$ cat config.mk
export PLATFORM = sky130hd
export DESIGN_NAME = irt_top
export DESIGN_NICKNAME = d
export VERILOG_FILES = /design/src/rtl/irt_pkg.sv /design/src/rtl/irt_mem_if.sv /design/src/rtl/irt_table_mem.sv /design/src/rtl/irt_top.sv
export SDC_FILE = /design/constraint.sdc
export NUM_CORES = 1
export LEC_CHECK = 0
export ABC_CLOCK_PERIOD_IN_PS = 10200
export BUFFER_PORTS_ARGS = -buffer_cell sky130_fd_sc_hd__buf_2
export CORE_MARGIN = 4
export CORE_UTILIZATION = 50
export CTS_BUF_LIST = sky130_fd_sc_hd__clkbuf_8
export CTS_CLUSTER_SIZE = 14
export DETAILED_ROUTE_END_ITERATION = 10
export PLACE_DENSITY = 0.77
export SYNTH_ARGS = -nofsm -noshare
export SYNTH_HDL_FRONTEND = slang
export SYNTH_SLANG_ARGS = --single-unit
$ cat constraint.sdc
create_clock -name sys_clk -period 10.2 [get_ports sys_clk]
set_input_delay 1.02 -clock sys_clk [delete_from_list [all_inputs] [get_ports sys_clk]]
set_output_delay 1.02 -clock sys_clk [all_outputs]
set_load 0.01 [all_outputs]
$ cat src/rtl/irt_pkg.sv
/*
 * constants shared by the ingress rate table access block:
 * register indices, field positions, reset values, table layout.
 * assumes a 32-bit register bus with one word per register index.
 */
package irt_pkg;

    // register indices; byte address is four times the index
    localparam logic [13:0] IDX_CFG      = 14'h184A;
    localparam logic [13:0] IDX_CMD      = 14'h184B;
    localparam logic [13:0] IDX_STS      = 14'h184C;
    localparam logic [13:0] IDX_WR_HOLD  = 14'h184D;
    localparam logic [13:0] IDX_RD_HOLD  = 14'h184E;
    localparam int          ADDR_W       = 16;

    // command register fields
    localparam int CMD_DIR_BIT  = 7;
    localparam int CMD_SEL_HI   = 6;
    localparam int CMD_SEL_LO   = 5;
    localparam int CMD_IDX_HI   = 4;
    localparam int CMD_IDX_LO   = 0;

    // config register fields
    localparam int CFG_EN_BIT   = 0;
    localparam int CFG_MODE_HI  = 2;
    localparam int CFG_MODE_LO  = 1;

    // status register fields
    localparam int STS_PEND_BIT = 0;

    // table layout: committed-rate entries, then the two burst entries
    localparam int          RATE_COUNT = 24;
    localparam int          TBL_DEPTH  = 26;
    localparam int          ENTRY_W    = 16;
    localparam logic [4:0]  SLOT_CBS   = 5'h18;
    localparam logic [4:0]  SLOT_EBS   = 5'h19;
    localparam logic [4:0]  RATE_LIMIT = 5'h18;

    // reset values
    localparam logic [15:0] RST_RATE   = 16'h0014;
    localparam logic [15:0] RST_BURST  = 16'h0600;
    localparam logic [7:0]  RST_CMD    = 8'h00;
    localparam logic [1:0]  RST_MODE   = 2'h0;

    // rate step: time per byte is (entry + 1) times this
    localparam logic [20:0] RATE_STEP_NS = 21'h14;

    // table select encodings
    typedef enum logic [1:0] {
        IRT_SEL_RSVD  = 2'b00,
        IRT_SEL_RATE  = 2'b01,
        IRT_SEL_CBS   = 2'b10,
        IRT_SEL_EBS   = 2'b11
    } irt_sel_t;

    // metering mode encodings
    typedef enum logic [1:0] {
        IRT_MODE_PORT_PRIO = 2'b00,
        IRT_MODE_PORT      = 2'b01,
        IRT_MODE_PRIO      = 2'b10,
        IRT_MODE_RSVD      = 2'b11
    } irt_mode_t;

    // AXI responses
    localparam logic [1:0] RESP_OKAY   = 2'b00;
    localparam logic [1:0] RESP_SLVERR = 2'b10;

endpackage

$ cat src/rtl/irt_mem_if.sv
/*
 * carrier between the access controller and the table memory:
 * one software port (read or write) and one metering read port.
 * assumes both ends run on the same clock.
 */
`timescale 1ns/1ns
interface irt_mem_if;
    logic [4:0]  sw_addr;
    logic        sw_wen;
    logic        sw_ren;
    logic [15:0] sw_wdata;
    logic [15:0] sw_rdata;
    logic [4:0]  mt_addr;
    logic [15:0] mt_rdata;

    modport mem (input sw_addr, sw_wen, sw_ren, sw_wdata, mt_addr,
                 output sw_rdata, mt_rdata);
    modport ctl (output sw_addr, sw_wen, sw_ren, sw_wdata, mt_addr,
                 input sw_rdata, mt_rdata);
endinterface

$ cat src/rtl/irt_table_mem.sv
/*
 * ingress rate table storage: committed-rate entries plus the
 * committed-burst and excess-burst entries, each 16 bits.
 * assumes slot addresses below the depth; others read as zero.
 * read data of both ports come out of registers.
 */
`timescale 1ns/1ns
module irt_table_mem (
    // clock and reset
    input  wire logic   sys_clk,
    input  wire logic   resetn,
    // table ports
    irt_mem_if.mem      bus
);

    logic [15:0] entry_ff [irt_pkg::TBL_DEPTH];
    logic [15:0] sw_rdata_ff;
    logic [15:0] mt_rdata_ff;

    // one storage word per slot, each with its own reset value
    genvar g;
    generate
        for (g = 0; g < irt_pkg::TBL_DEPTH; g++) begin : g_entry
            localparam logic [15:0] RST_VAL = (g < irt_pkg::RATE_COUNT) ?
                irt_pkg::RST_RATE : irt_pkg::RST_BURST;
            always_ff @(posedge sys_clk or negedge resetn) begin
                if (!resetn) begin
                    entry_ff[g] <= RST_VAL;
                end else if (bus.sw_wen && bus.sw_addr == 5'(g)) begin
                    entry_ff[g] <= bus.sw_wdata;
                end
            end
        end
    endgenerate

    // software read port, registered
    always_ff @(posedge sys_clk or negedge resetn) begin
        if (!resetn) begin
            sw_rdata_ff <= 16'h0000;
        end else if (bus.sw_ren) begin
            sw_rdata_ff <= (bus.sw_addr < 5'(irt_pkg::TBL_DEPTH)) ?
                entry_ff[bus.sw_addr] : 16'h0000;
        end
    end

    // metering read port, registered every cycle
    always_ff @(posedge sys_clk or negedge resetn) begin
        if (!resetn) begin
            mt_rdata_ff <= 16'h0000;
        end else begin
            mt_rdata_ff <= (bus.mt_addr < 5'(irt_pkg::TBL_DEPTH)) ?
                entry_ff[bus.mt_addr] : 16'h0000;
        end
    end

    assign bus.sw_rdata = sw_rdata_ff;
    assign bus.mt_rdata = mt_rdata_ff;

endmodule

$ cat src/rtl/irt_top.sv
/*
 * ingress rate table indirect access: AXI4-Lite register bank with
 * config, command, status and two holding registers, a command engine
 * moving words between the holding registers and the rate table, and
 * a metering lookup port that maps port/priority to a committed rate.
 * assumes the metering inputs are on sys_clk; software obeys the
 * pending flag before issuing another command.
 */
// Decided for this implementation: the AXI4-Lite slave port.
// Overview of operation
// - a software write of the command register while pending is clear starts one table access from its fields.
// - on a read, pending stays set until the fetched word lands, then software reads it.
// - on a write, software loads the write holding register first; pending shows completion.
// - command bit 7 high means table read, low means table write.
// - select bits 6:5 choose 01 rate entries by index, 10 committed burst, 11 excess burst.
// - index bits 4:0 choose one of 24 committed-rate entries.
// - port-and-priority mode: port 0 at 0-7, port 1 at 8-15, port 2 at 16-23, priority 0 lowest.
// - port-only mode maps rate entries 0, 1 and 2 to ports 0, 1 and 2.
// - priority-only mode maps each entry index to the same priority, 0 to 23.
// - the table holds 24 rate entries plus one committed-burst and one excess-burst entry.
// - every entry is 16 bits and is reached only through the command mechanism.
// - pending is set while a command runs and cleared by hardware when it ends.
// - metering mode 00 is port and priority, 01 port only, 10 priority only, 11 reserved.
// - a rate entry gives time per byte as the stored value plus one times 20 ns.
`timescale 1ns/1ns
module irt_top (
    // clock and reset
    input  wire logic                 sys_clk,
    input  wire logic                 resetn,
    // axi4-lite write address
    input  wire logic [15:0]          s_axi_awaddr,
    input  wire logic                 s_axi_awvalid,
    output logic                      s_axi_awready,
    // axi4-lite write data
    input  wire logic [31:0]          s_axi_wdata,
    input  wire logic [3:0]           s_axi_wstrb,
    input  wire logic                 s_axi_wvalid,
    output logic                      s_axi_wready,
    // axi4-lite write response
    output logic [1:0]                s_axi_bresp,
    output logic                      s_axi_bvalid,
    input  wire logic                 s_axi_bready,
    // axi4-lite read address
    input  wire logic [15:0]          s_axi_araddr,
    input  wire logic                 s_axi_arvalid,
    output logic                      s_axi_arready,
    // axi4-lite read data
    output logic [31:0]               s_axi_rdata,
    output logic [1:0]                s_axi_rresp,
    output logic                      s_axi_rvalid,
    input  wire logic                 s_axi_rready,
    // metering lookup
    input  wire logic [1:0]           meter_port,
    input  wire logic [4:0]           meter_prio,
    output logic [15:0]               meter_rate,
    output logic [20:0]               meter_ns_per_byte,
    output logic                      meter_enable,
    output logic [1:0]                meter_mode
);

    irt_mem_if mif ();

    // bus state
    logic                s_axi_awready_ff;
    logic                s_axi_wready_ff;
    logic                s_axi_bvalid_ff;
    logic [1:0]          s_axi_bresp_ff;
    logic                s_axi_arready_ff;
    logic                s_axi_rvalid_ff;
    logic [31:0]         s_axi_rdata_ff;
    logic [1:0]          s_axi_rresp_ff;
    logic [13:0]         aw_idx_ff;
    logic                aw_full_ff;
    logic [31:0]         w_data_ff;
    logic [3:0]          w_strb_ff;
    logic                w_full_ff;

    // register bank
    logic                rate_en_ff;
    logic [1:0]          rate_mode_ff;
    logic [7:0]          rate_table_command_ff;
    logic                pending_ff;
    logic [15:0]         rate_table_write_holding_ff;
    logic [15:0]         rate_table_read_holding_ff;

    // command engine
    typedef enum logic [1:0] {
        IRT_ST_IDLE  = 2'b00,
        IRT_ST_ISSUE = 2'b01,
        IRT_ST_FETCH = 2'b10
    } irt_state_t;
    irt_state_t          state_ff;
    irt_state_t          nxt_state;

    // metering outputs
    logic [15:0]         meter_rate_ff;
    logic [20:0]         meter_ns_ff;

    // decode
    logic                wr_fire;
    logic                rd_fire;
    logic                wr_hit;
    logic                rd_hit;
    logic [13:0]         ar_idx;
    logic                cmd_launch;
    logic                cmd_is_read;
    logic [1:0]          cmd_sel;
    logic [4:0]          cmd_idx;
    logic [4:0]          slot;
    logic                slot_ok;
    logic [31:0]         rd_word;

    assign wr_fire = aw_full_ff && w_full_ff && !s_axi_bvalid_ff;
    assign rd_fire = s_axi_arvalid && s_axi_arready_ff;
    assign ar_idx  = s_axi_araddr[15:2];

    // write decode; tables have no address of their own
    always_comb begin
        case (aw_idx_ff)
            irt_pkg::IDX_CFG,
            irt_pkg::IDX_CMD,
            irt_pkg::IDX_STS,
            irt_pkg::IDX_WR_HOLD,
            irt_pkg::IDX_RD_HOLD: wr_hit = 1'b1;
            default:              wr_hit = 1'b0;
        endcase
    end

    // read mux; reserved bits read as zero
    always_comb begin
        rd_hit  = 1'b1;
        rd_word = 32'h0000_0000;
        case (ar_idx)
            irt_pkg::IDX_CFG: begin
                rd_word[irt_pkg::CFG_EN_BIT] = rate_en_ff;
                rd_word[irt_pkg::CFG_MODE_HI:irt_pkg::CFG_MODE_LO] = rate_mode_ff;
            end
            irt_pkg::IDX_CMD:     rd_word[7:0]  = rate_table_command_ff;
            irt_pkg::IDX_STS:     rd_word[irt_pkg::STS_PEND_BIT] = pending_ff;
            irt_pkg::IDX_WR_HOLD: rd_word[15:0] = rate_table_write_holding_ff;
            irt_pkg::IDX_RD_HOLD: rd_word[15:0] = rate_table_read_holding_ff;
            default:              rd_hit = 1'b0;
        endcase
    end

    // write address channel; held until the response is taken
    always_ff @(posedge sys_clk or negedge resetn) begin
        if (!resetn) begin
            s_axi_awready_ff <= 1'b1;
            aw_full_ff       <= 1'b0;
            aw_idx_ff        <= 14'h0000;
        end else if (s_axi_awvalid && s_axi_awready_ff) begin
            s_axi_awready_ff <= 1'b0;
            aw_full_ff       <= 1'b1;
            aw_idx_ff        <= s_axi_awaddr[15:2];
        end else if (s_axi_bvalid_ff && s_axi_bready) begin
            s_axi_awready_ff <= 1'b1;
            aw_full_ff       <= 1'b0;
        end
    end

    // write data channel, independent of the address
    always_ff @(posedge sys_clk or negedge resetn) begin
        if (!resetn) begin
            s_axi_wready_ff <= 1'b1;
            w_full_ff       <= 1'b0;
            w_data_ff       <= 32'h0000_0000;
            w_strb_ff       <= 4'h0;
        end else if (s_axi_wvalid && s_axi_wready_ff) begin
            s_axi_wready_ff <= 1'b0;
            w_full_ff       <= 1'b1;
            w_data_ff       <= s_axi_wdata;
            w_strb_ff       <= s_axi_wstrb;
        end else if (s_axi_bvalid_ff && s_axi_bready) begin
            s_axi_wready_ff <= 1'b1;
            w_full_ff       <= 1'b0;
        end
    end

    // write response once both halves are in
    always_ff @(posedge sys_clk or negedge resetn) begin
        if (!resetn) begin
            s_axi_bvalid_ff <= 1'b0;
            s_axi_bresp_ff  <= irt_pkg::RESP_OKAY;
        end else if (wr_fire) begin
            s_axi_bvalid_ff <= 1'b1;
            s_axi_bresp_ff  <= wr_hit ? irt_pkg::RESP_OKAY : irt_pkg::RESP_SLVERR;
        end else if (s_axi_bready) begin
            s_axi_bvalid_ff <= 1'b0;
        end
    end

    // read channel; data registered one cycle after the address
    always_ff @(posedge sys_clk or negedge resetn) begin
        if (!resetn) begin
            s_axi_arready_ff <= 1'b1;
            s_axi_rvalid_ff  <= 1'b0;
            s_axi_rdata_ff   <= 32'h0000_0000;
            s_axi_rresp_ff   <= irt_pkg::RESP_OKAY;
        end else if (rd_fire) begin
            s_axi_arready_ff <= 1'b0;
            s_axi_rvalid_ff  <= 1'b1;
            s_axi_rdata_ff   <= rd_word;
            s_axi_rresp_ff   <= rd_hit ? irt_pkg::RESP_OKAY : irt_pkg::RESP_SLVERR;
        end else if (s_axi_rvalid_ff && s_axi_rready) begin
            s_axi_arready_ff <= 1'b1;
            s_axi_rvalid_ff  <= 1'b0;
        end
    end

    // config register: enable and metering mode
    always_ff @(posedge sys_clk or negedge resetn) begin
        if (!resetn) begin
            rate_en_ff   <= 1'b0;
            rate_mode_ff <= irt_pkg::RST_MODE;
        end else if (wr_fire && aw_idx_ff == irt_pkg::IDX_CFG && w_strb_ff[0]) begin
            rate_en_ff   <= w_data_ff[irt_pkg::CFG_EN_BIT];
            rate_mode_ff <= w_data_ff[irt_pkg::CFG_MODE_HI:irt_pkg::CFG_MODE_LO];
        end
    end

    // write holding register, loaded ahead of a table write
    always_ff @(posedge sys_clk or negedge resetn) begin
        if (!resetn) begin
            rate_table_write_holding_ff <= 16'h0000;
        end else if (wr_fire && aw_idx_ff == irt_pkg::IDX_WR_HOLD) begin
            if (w_strb_ff[0]) begin
                rate_table_write_holding_ff[7:0] <= w_data_ff[7:0];
            end
            if (w_strb_ff[1]) begin
                rate_table_write_holding_ff[15:8] <= w_data_ff[15:8];
            end
        end
    end

    // a command write launches only when idle; busy writes are dropped
    assign cmd_launch = wr_fire && aw_idx_ff == irt_pkg::IDX_CMD && w_strb_ff[0]
                        && !pending_ff;

    // command register keeps the fields of the last launch
    always_ff @(posedge sys_clk or negedge resetn) begin
        if (!resetn) begin
            rate_table_command_ff <= irt_pkg::RST_CMD;
        end else if (cmd_launch) begin
            rate_table_command_ff <= w_data_ff[7:0];
        end
    end

    // field split of the live command
    assign cmd_is_read = rate_table_command_ff[irt_pkg::CMD_DIR_BIT];
    assign cmd_sel     = rate_table_command_ff[irt_pkg::CMD_SEL_HI:irt_pkg::CMD_SEL_LO];
    assign cmd_idx     = rate_table_command_ff[irt_pkg::CMD_IDX_HI:irt_pkg::CMD_IDX_LO];

    // table slot from select and index; reserved select touches nothing
    always_comb begin
        slot    = 5'h00;
        slot_ok = 1'b0;
        case (cmd_sel)
            irt_pkg::IRT_SEL_RATE: begin
                slot    = cmd_idx;
                slot_ok = cmd_idx < irt_pkg::RATE_LIMIT;
            end
            irt_pkg::IRT_SEL_CBS: begin
                slot    = irt_pkg::SLOT_CBS;
                slot_ok = 1'b1;
            end
            irt_pkg::IRT_SEL_EBS: begin
                slot    = irt_pkg::SLOT_EBS;
                slot_ok = 1'b1;
            end
            default: begin
                slot    = 5'h00;
                slot_ok = 1'b0;
            end
        endcase
    end

    // engine next state: write in one cycle, read needs the fetch cycle
    always_comb begin
        case (state_ff)
            IRT_ST_IDLE:  nxt_state = cmd_launch ? IRT_ST_ISSUE : IRT_ST_IDLE;
            IRT_ST_ISSUE: nxt_state = cmd_is_read ? IRT_ST_FETCH : IRT_ST_IDLE;
            IRT_ST_FETCH: nxt_state = IRT_ST_IDLE;
            default:      nxt_state = IRT_ST_IDLE;
        endcase
    end

    always_ff @(posedge sys_clk or negedge resetn) begin
        if (!resetn) begin
            state_ff <= IRT_ST_IDLE;
        end else begin
            state_ff <= nxt_state;
        end
    end

    // pending: set on launch, cleared by hardware when done
    always_ff @(posedge sys_clk or negedge resetn) begin
        if (!resetn) begin
            pending_ff <= 1'b0;
        end else if (cmd_launch) begin
            pending_ff <= 1'b1;
        end else if (state_ff != IRT_ST_IDLE && nxt_state == IRT_ST_IDLE) begin
            pending_ff <= 1'b0;
        end
    end

    // table port driven only in the issue cycle
    assign mif.sw_addr  = slot;
    assign mif.sw_wen   = state_ff == IRT_ST_ISSUE && !cmd_is_read && slot_ok;
    assign mif.sw_ren   = state_ff == IRT_ST_ISSUE && cmd_is_read && slot_ok;
    assign mif.sw_wdata = rate_table_write_holding_ff;

    // read holding register catches the fetched word; invalid slot gives zero
    always_ff @(posedge sys_clk or negedge resetn) begin
        if (!resetn) begin
            rate_table_read_holding_ff <= 16'h0000;
        end else if (state_ff == IRT_ST_ISSUE && cmd_is_read && !slot_ok) begin
            rate_table_read_holding_ff <= 16'h0000;
        end else if (state_ff == IRT_ST_FETCH && slot_ok) begin
            rate_table_read_holding_ff <= mif.sw_rdata;
        end
    end

    // metering lookup index per mode; reserved mode acts as port+priority
    always_comb begin
        case (rate_mode_ff)
            irt_pkg::IRT_MODE_PORT:
                mif.mt_addr = {3'b000, meter_port};
            irt_pkg::IRT_MODE_PRIO:
                mif.mt_addr = meter_prio;
            default:
                mif.mt_addr = {meter_port, meter_prio[2:0]};
        endcase
    end

    // rate word and its time per byte, one cycle behind the table read
    always_ff @(posedge sys_clk or negedge resetn) begin
        if (!resetn) begin
            meter_rate_ff <= irt_pkg::RST_RATE;
            meter_ns_ff   <= 21'h0;
        end else begin
            meter_rate_ff <= mif.mt_rdata;
            meter_ns_ff   <= 21'(({5'h00, mif.mt_rdata} + 21'h1) * irt_pkg::RATE_STEP_NS);
        end
    end

    irt_table_mem u_mem (
        .sys_clk (sys_clk),
        .resetn  (resetn),
        .bus     (mif.mem)
    );

    // outputs straight from flops
    assign s_axi_awready     = s_axi_awready_ff;
    assign s_axi_wready      = s_axi_wready_ff;
    assign s_axi_bvalid      = s_axi_bvalid_ff;
    assign s_axi_bresp       = s_axi_bresp_ff;
    assign s_axi_arready     = s_axi_arready_ff;
    assign s_axi_rvalid      = s_axi_rvalid_ff;
    assign s_axi_rdata       = s_axi_rdata_ff;
    assign s_axi_rresp       = s_axi_rresp_ff;
    assign meter_rate        = meter_rate_ff;
    assign meter_ns_per_byte = meter_ns_ff;
    assign meter_enable      = rate_en_ff;
    assign meter_mode        = rate_mode_ff;

endmodule

==> results by group <==
Drt
  • Average detailed-routed wire length per instance: approximately 25 um
  • DRC violation total after the first TritonRoute iteration: between 2k and 3k
  • Pre-antenna DRT Iters: 8
  • Detailed-route wire length: 88600 um
  • Detailed-route vias per instance: approximately 6.5
  • Post-route ant nets: 0
  • DR DRC count: 0
  • Total via count after detailed routing: around 23k

Clock network
  • Count of hold-fix buffers inserted at cts: 0
  • Worst-Skew Late Latency: about 0.7 ns
  • # Post-CTS Setup Buffers: 0
  • Number of sinks driven by the clock tree: 586
  • Max H-tree Level: 3
  • Deepest clock path buffer count: 3
  • Total CTS buffers: 95
  • Clock tree from TritonCTS: yes
  • Clock transition at the registers of the reported paths: roughly 0.060 ns
  • Number of cells upsized or downsized after cts: 0
  • Buffer cell driving the clock tree root: sky130_fd_sc_hd__clkbuf_8

Cells and area
  • Most frequent standard cell in the layout excluding fill and tap cells: sky130_fd_sc_hd__dfrtp_1
  • Number of cells in the finished layout apart from fillers: between 3k and 4k
  • Nets: ~2.8k
  • Commonest non-fill, non-tap cells in the layout: 528 x sky130_fd_sc_hd__dfrtp_1, 486 x sky130_fd_sc_hd__mux2_2, 384 x sky130_fd_sc_hd__nand2_1
  • Fin util: approximately 55%
  • Area Overhead vs Synth: 9.104%
  • Share of final-layout standard cells stronger than drive strength 1: 32.26%

Critical path
  • CP peak stage delay: between 1 and 1.5 ns
  • Crit path max-delay cell type: sky130_fd_sc_hd__nor2_2
  • Gate family responsible for the most delay along the worst path: simple AND/OR/NAND/NOR gates
  • Crit path kind: register to register
  • Required arrival time at the worst endpoint: around 11 ns
  • Number of buffer and inverter instances along the worst setup path: 2
  • Endpoint of the lowest-slack register-to-register path: u_mem.entry_ff[347]
  • Critical Path Source Type: register
  • Register-to-register setup slack: 5.53 ns
  • Type of destination of the critical path: register
  • Peak fanout along the critical path: 19
  • Crit path arrival time: roughly 5.2 ns
  • Worst-case reg-to-reg path depth: 7
  • Reg2reg start: rate_table_command_ff[5]
  • Worst-path cell chain: nand3_2 -> nor2_2 -> buf_4 -> nand2_1 -> nor2_2 -> buf_4 -> mux2_2

Synth
  • Register area share after synthesis: between 40 and 50%
  • Top cells by area, synth: sky130_fd_sc_hd__dfrtp_1 43%, sky130_fd_sc_hd__mux2_2 18%, sky130_fd_sc_hd__mux2i_1 6.3%
  • Most instantiated flip-flop cell in the synthesis netlist: sky130_fd_sc_hd__dfrtp_1
  • Number of flops mapped to enable cells by yosys: 0
  • Area of the mapped netlist: 0.03044 mm2
  • Number of distinct library cell variants in the gate-level netlist after synthesis: 87
  • Synth Register Bits: ~590
  • Count of synthesis-stage warnings from yosys: 0
  • Fraction of synthesis flops using an asynchronous set or reset pin: between 90% and 100%
  • Cells after Synth: around 2.7k
  • Mapped Avg Cell Area: between 10 and 15 um2
  • Share of the synthesized area in the top cell type: between 40% and 50%
  • Synth area leader: sky130_fd_sc_hd__dfrtp_1

Power
  • Net switching component of the power: 0.001285 W
  • Maximum resistive drop on vdd: about 0.089 mV
  • Reg power frac: 50.4%
  • Clock Power Share: 41.0%
  • Total leakage power: between 10 and 15 nW
  • Internal power: around 0.0037 W
  • Share of power burned in combinational logic: between 8 and 9%
  • Switching power as a share of total power: between 20 and 30%
  • Pwr Density: 149.7 mW/mm2

Timing
  • Final Max Slew Viols: 0
  • Measured slew at the worst slew-check pin: roughly 1.3 ns
  • Unrepaired setup endpoints after global routing: false
  • Relative slew slack: approximately 14%
  • Crit path time final: 4.675 ns
  • Number of endpoints with negative hold slack in the final report: 0
  • Final TNS setup: 0 ns
  • Final critical-path share of the clock period: a little under half
  • Largest clock skew in the final design: 0.03504 ns
  • # setup viols final: 0
  • Final setup margin: 5.525 ns
  • Maximum frequency from static timing analysis: around 210 MHz

Die
  • Starting density of the core: between 50% and 60%
  • Die Ht: 254.7 um
  • Number of placement rows: 90
  • IO Count: about 160
  • Area of the die: between 0.06 and 0.07 mm2
  • Chip Width: about 250 um
  • Total core area: ~0.06 mm2

GRT
  • Overflow left after global routing: 0
  • Global-route wire length before repair: between 100000 and 150000 um
  • Antenna violations before repair: 4
  • Largest net degree at the start of global routing: between 150 and 200
  • Number of global-route vias before repair: ~24k
  • Global Route Usage Sum: 26.88%

Placed design
  • Port Buffer Count: 120
  • Cell Count Post-Placement: between 3k and 4k
  • HPWL Detailed: 54370 um
  • Final estimated routing congestion in global placement: around 0.90
  • Pre-CTS setup slack: roughly 5.7 ns

Worst hold path
  • Worst hold path stage count: 0
  • Startpoint of the lowest-slack hold path: u_mem.bus.mt_rdata[1]
  • Worst hold path class: register to register
  • WHS Endpoint: meter_rate[1]

Job
  • Max-capacitance violation count: 0

Status
  • Run status: completed
==> logic make-up after synthesis <==
family / after synthesis / synth area share [%]
mux: 682 / 24.44
xor+xnor: 25 / 0.7193
fa+ha+maj: 34 / 1.422
simple gates: 642 / 9.881
other cells: 1 / 0.01232
flops: 586 / 48.41
buf+inv: 257 / 4.233
compound gates: 445 / 10.88
==> power groups by stage <==
stage               Combinational, W  Sequential (W)  Clock (W)
detailed placement          0.000426         0.00255          0
finish                      0.000430         0.00250    0.00204
global route                0.000471         0.00252    0.00218
floorplan                   0.000249         0.00254          0
global placement            0.000410         0.00254          0
CTS                         0.000430         0.00250    0.00206
==> through the flow <==
step           instance area (um2)  power [W]  hold WS (ns)
6_report                     33210   0.004971        0.4218
5_1_grt                      33210   0.005168        0.4360
4_1_cts                      33210   0.005000        0.4260
3_5_place_dp                 31300   0.002972        0.4115
3_3_place_gp                 31300   0.002951        0.4057
2_1_floorplan                30510   0.002793        0.3781
==> synth_stat cells (8+ instances only) <==
cell type	n
sky130_fd_sc_hd__clkbuf_2	9
sky130_fd_sc_hd__buf_1	19
sky130_fd_sc_hd__xnor2_1	16
sky130_fd_sc_hd__clkbuf_1	88
sky130_fd_sc_hd__xor2_1	9
sky130_fd_sc_hd__a21oi_1	90
sky130_fd_sc_hd__a222oi_1	20
sky130_fd_sc_hd__o221ai_1	95
sky130_fd_sc_hd__inv_1	21
sky130_fd_sc_hd__buf_2	64
sky130_fd_sc_hd__nand2_2	8
sky130_fd_sc_hd__nor3_1	9
sky130_fd_sc_hd__nand2_1	384
sky130_fd_sc_hd__a2111oi_0	8
sky130_fd_sc_hd__mux2i_1	191
sky130_fd_sc_hd__dfrtp_1	529
sky130_fd_sc_hd__a22o_1	23
sky130_fd_sc_hd__o21a_1	15
sky130_fd_sc_hd__nand3_1	90
sky130_fd_sc_hd__a22oi_1	12
sky130_fd_sc_hd__a32oi_1	8
sky130_fd_sc_hd__ha_1	33
sky130_fd_sc_hd__a211oi_1	19
sky130_fd_sc_hd__o22ai_1	19
sky130_fd_sc_hd__a221oi_1	13
sky130_fd_sc_hd__buf_4	47
sky130_fd_sc_hd__a32o_1	18
sky130_fd_sc_hd__nor2_1	46
sky130_fd_sc_hd__nor2_2	14
sky130_fd_sc_hd__nand4_1	16
sky130_fd_sc_hd__and3_1	18
sky130_fd_sc_hd__o21ai_0	60
sky130_fd_sc_hd__dfstp_2	57
sky130_fd_sc_hd__mux2_2	486
sky130_fd_sc_hd__a221oi_2	8
==> per-layer routing <==
metal / global-route usage, % / share of wire [%] / vias up
met1: 33.74 / 38 / 11720
met4: 13.50 / 5.3 / 0
li1: - / - / 9875
met3: 7.546 / 11 / 335
met2: 42.99 / 46 / 1432
met5: 0 / 0 / -
==> how the worst max path moves through the flow <==
stage	startpoint	endpoint	slack (ns)	cells past startpoint
3_3_place_gp	rate_table_command_ff[5]	u_mem.entry_ff[303]	5.84	7
5_1_grt	meter_mode[0]	u_mem.bus.mt_rdata[0]	5.41	9
3_5_place_dp	rate_table_command_ff[5]	u_mem.entry_ff[299]	5.74	7
4_1_cts	rate_table_command_ff[5]	u_mem.entry_ff[299]	5.71	7
6_report	rate_table_command_ff[5]	u_mem.entry_ff[347]	5.53	7
2_1_floorplan	u_mem.bus.mt_rdata[0]	meter_ns_per_byte[18]	6.86	13
==> flip-flops by register name (all words and copies together), names as in the netlist, 8 cells and up <==
signal / cells
meter_rate: 16
u_mem.bus.sw_rdata: 16
s_axi_rdata: 16
u_mem.entry_ff: 416
rate_table_command_ff: 8
mif.sw_wdata: 16
u_mem.bus.mt_rdata: 16
meter_ns_per_byte: 19
aw_idx_ff: 14
rate_table_read_holding_ff: 16
w_data_ff: 16
==> area by class of cell <==
class / count / area (um2)
multi-input cells: 1848 / 14530
diodes: 3 / 7.507
clock buffers: 115 / 1583
inverters: 23 / 86.33
well taps: 782 / 978.4
fillers: 4921 / 27140
repair buffers: 163 / 958.4
clock inverters: 61 / 327.8
flip-flops and latches: 586 / 14740
Power figures use the tool's default switching activity.
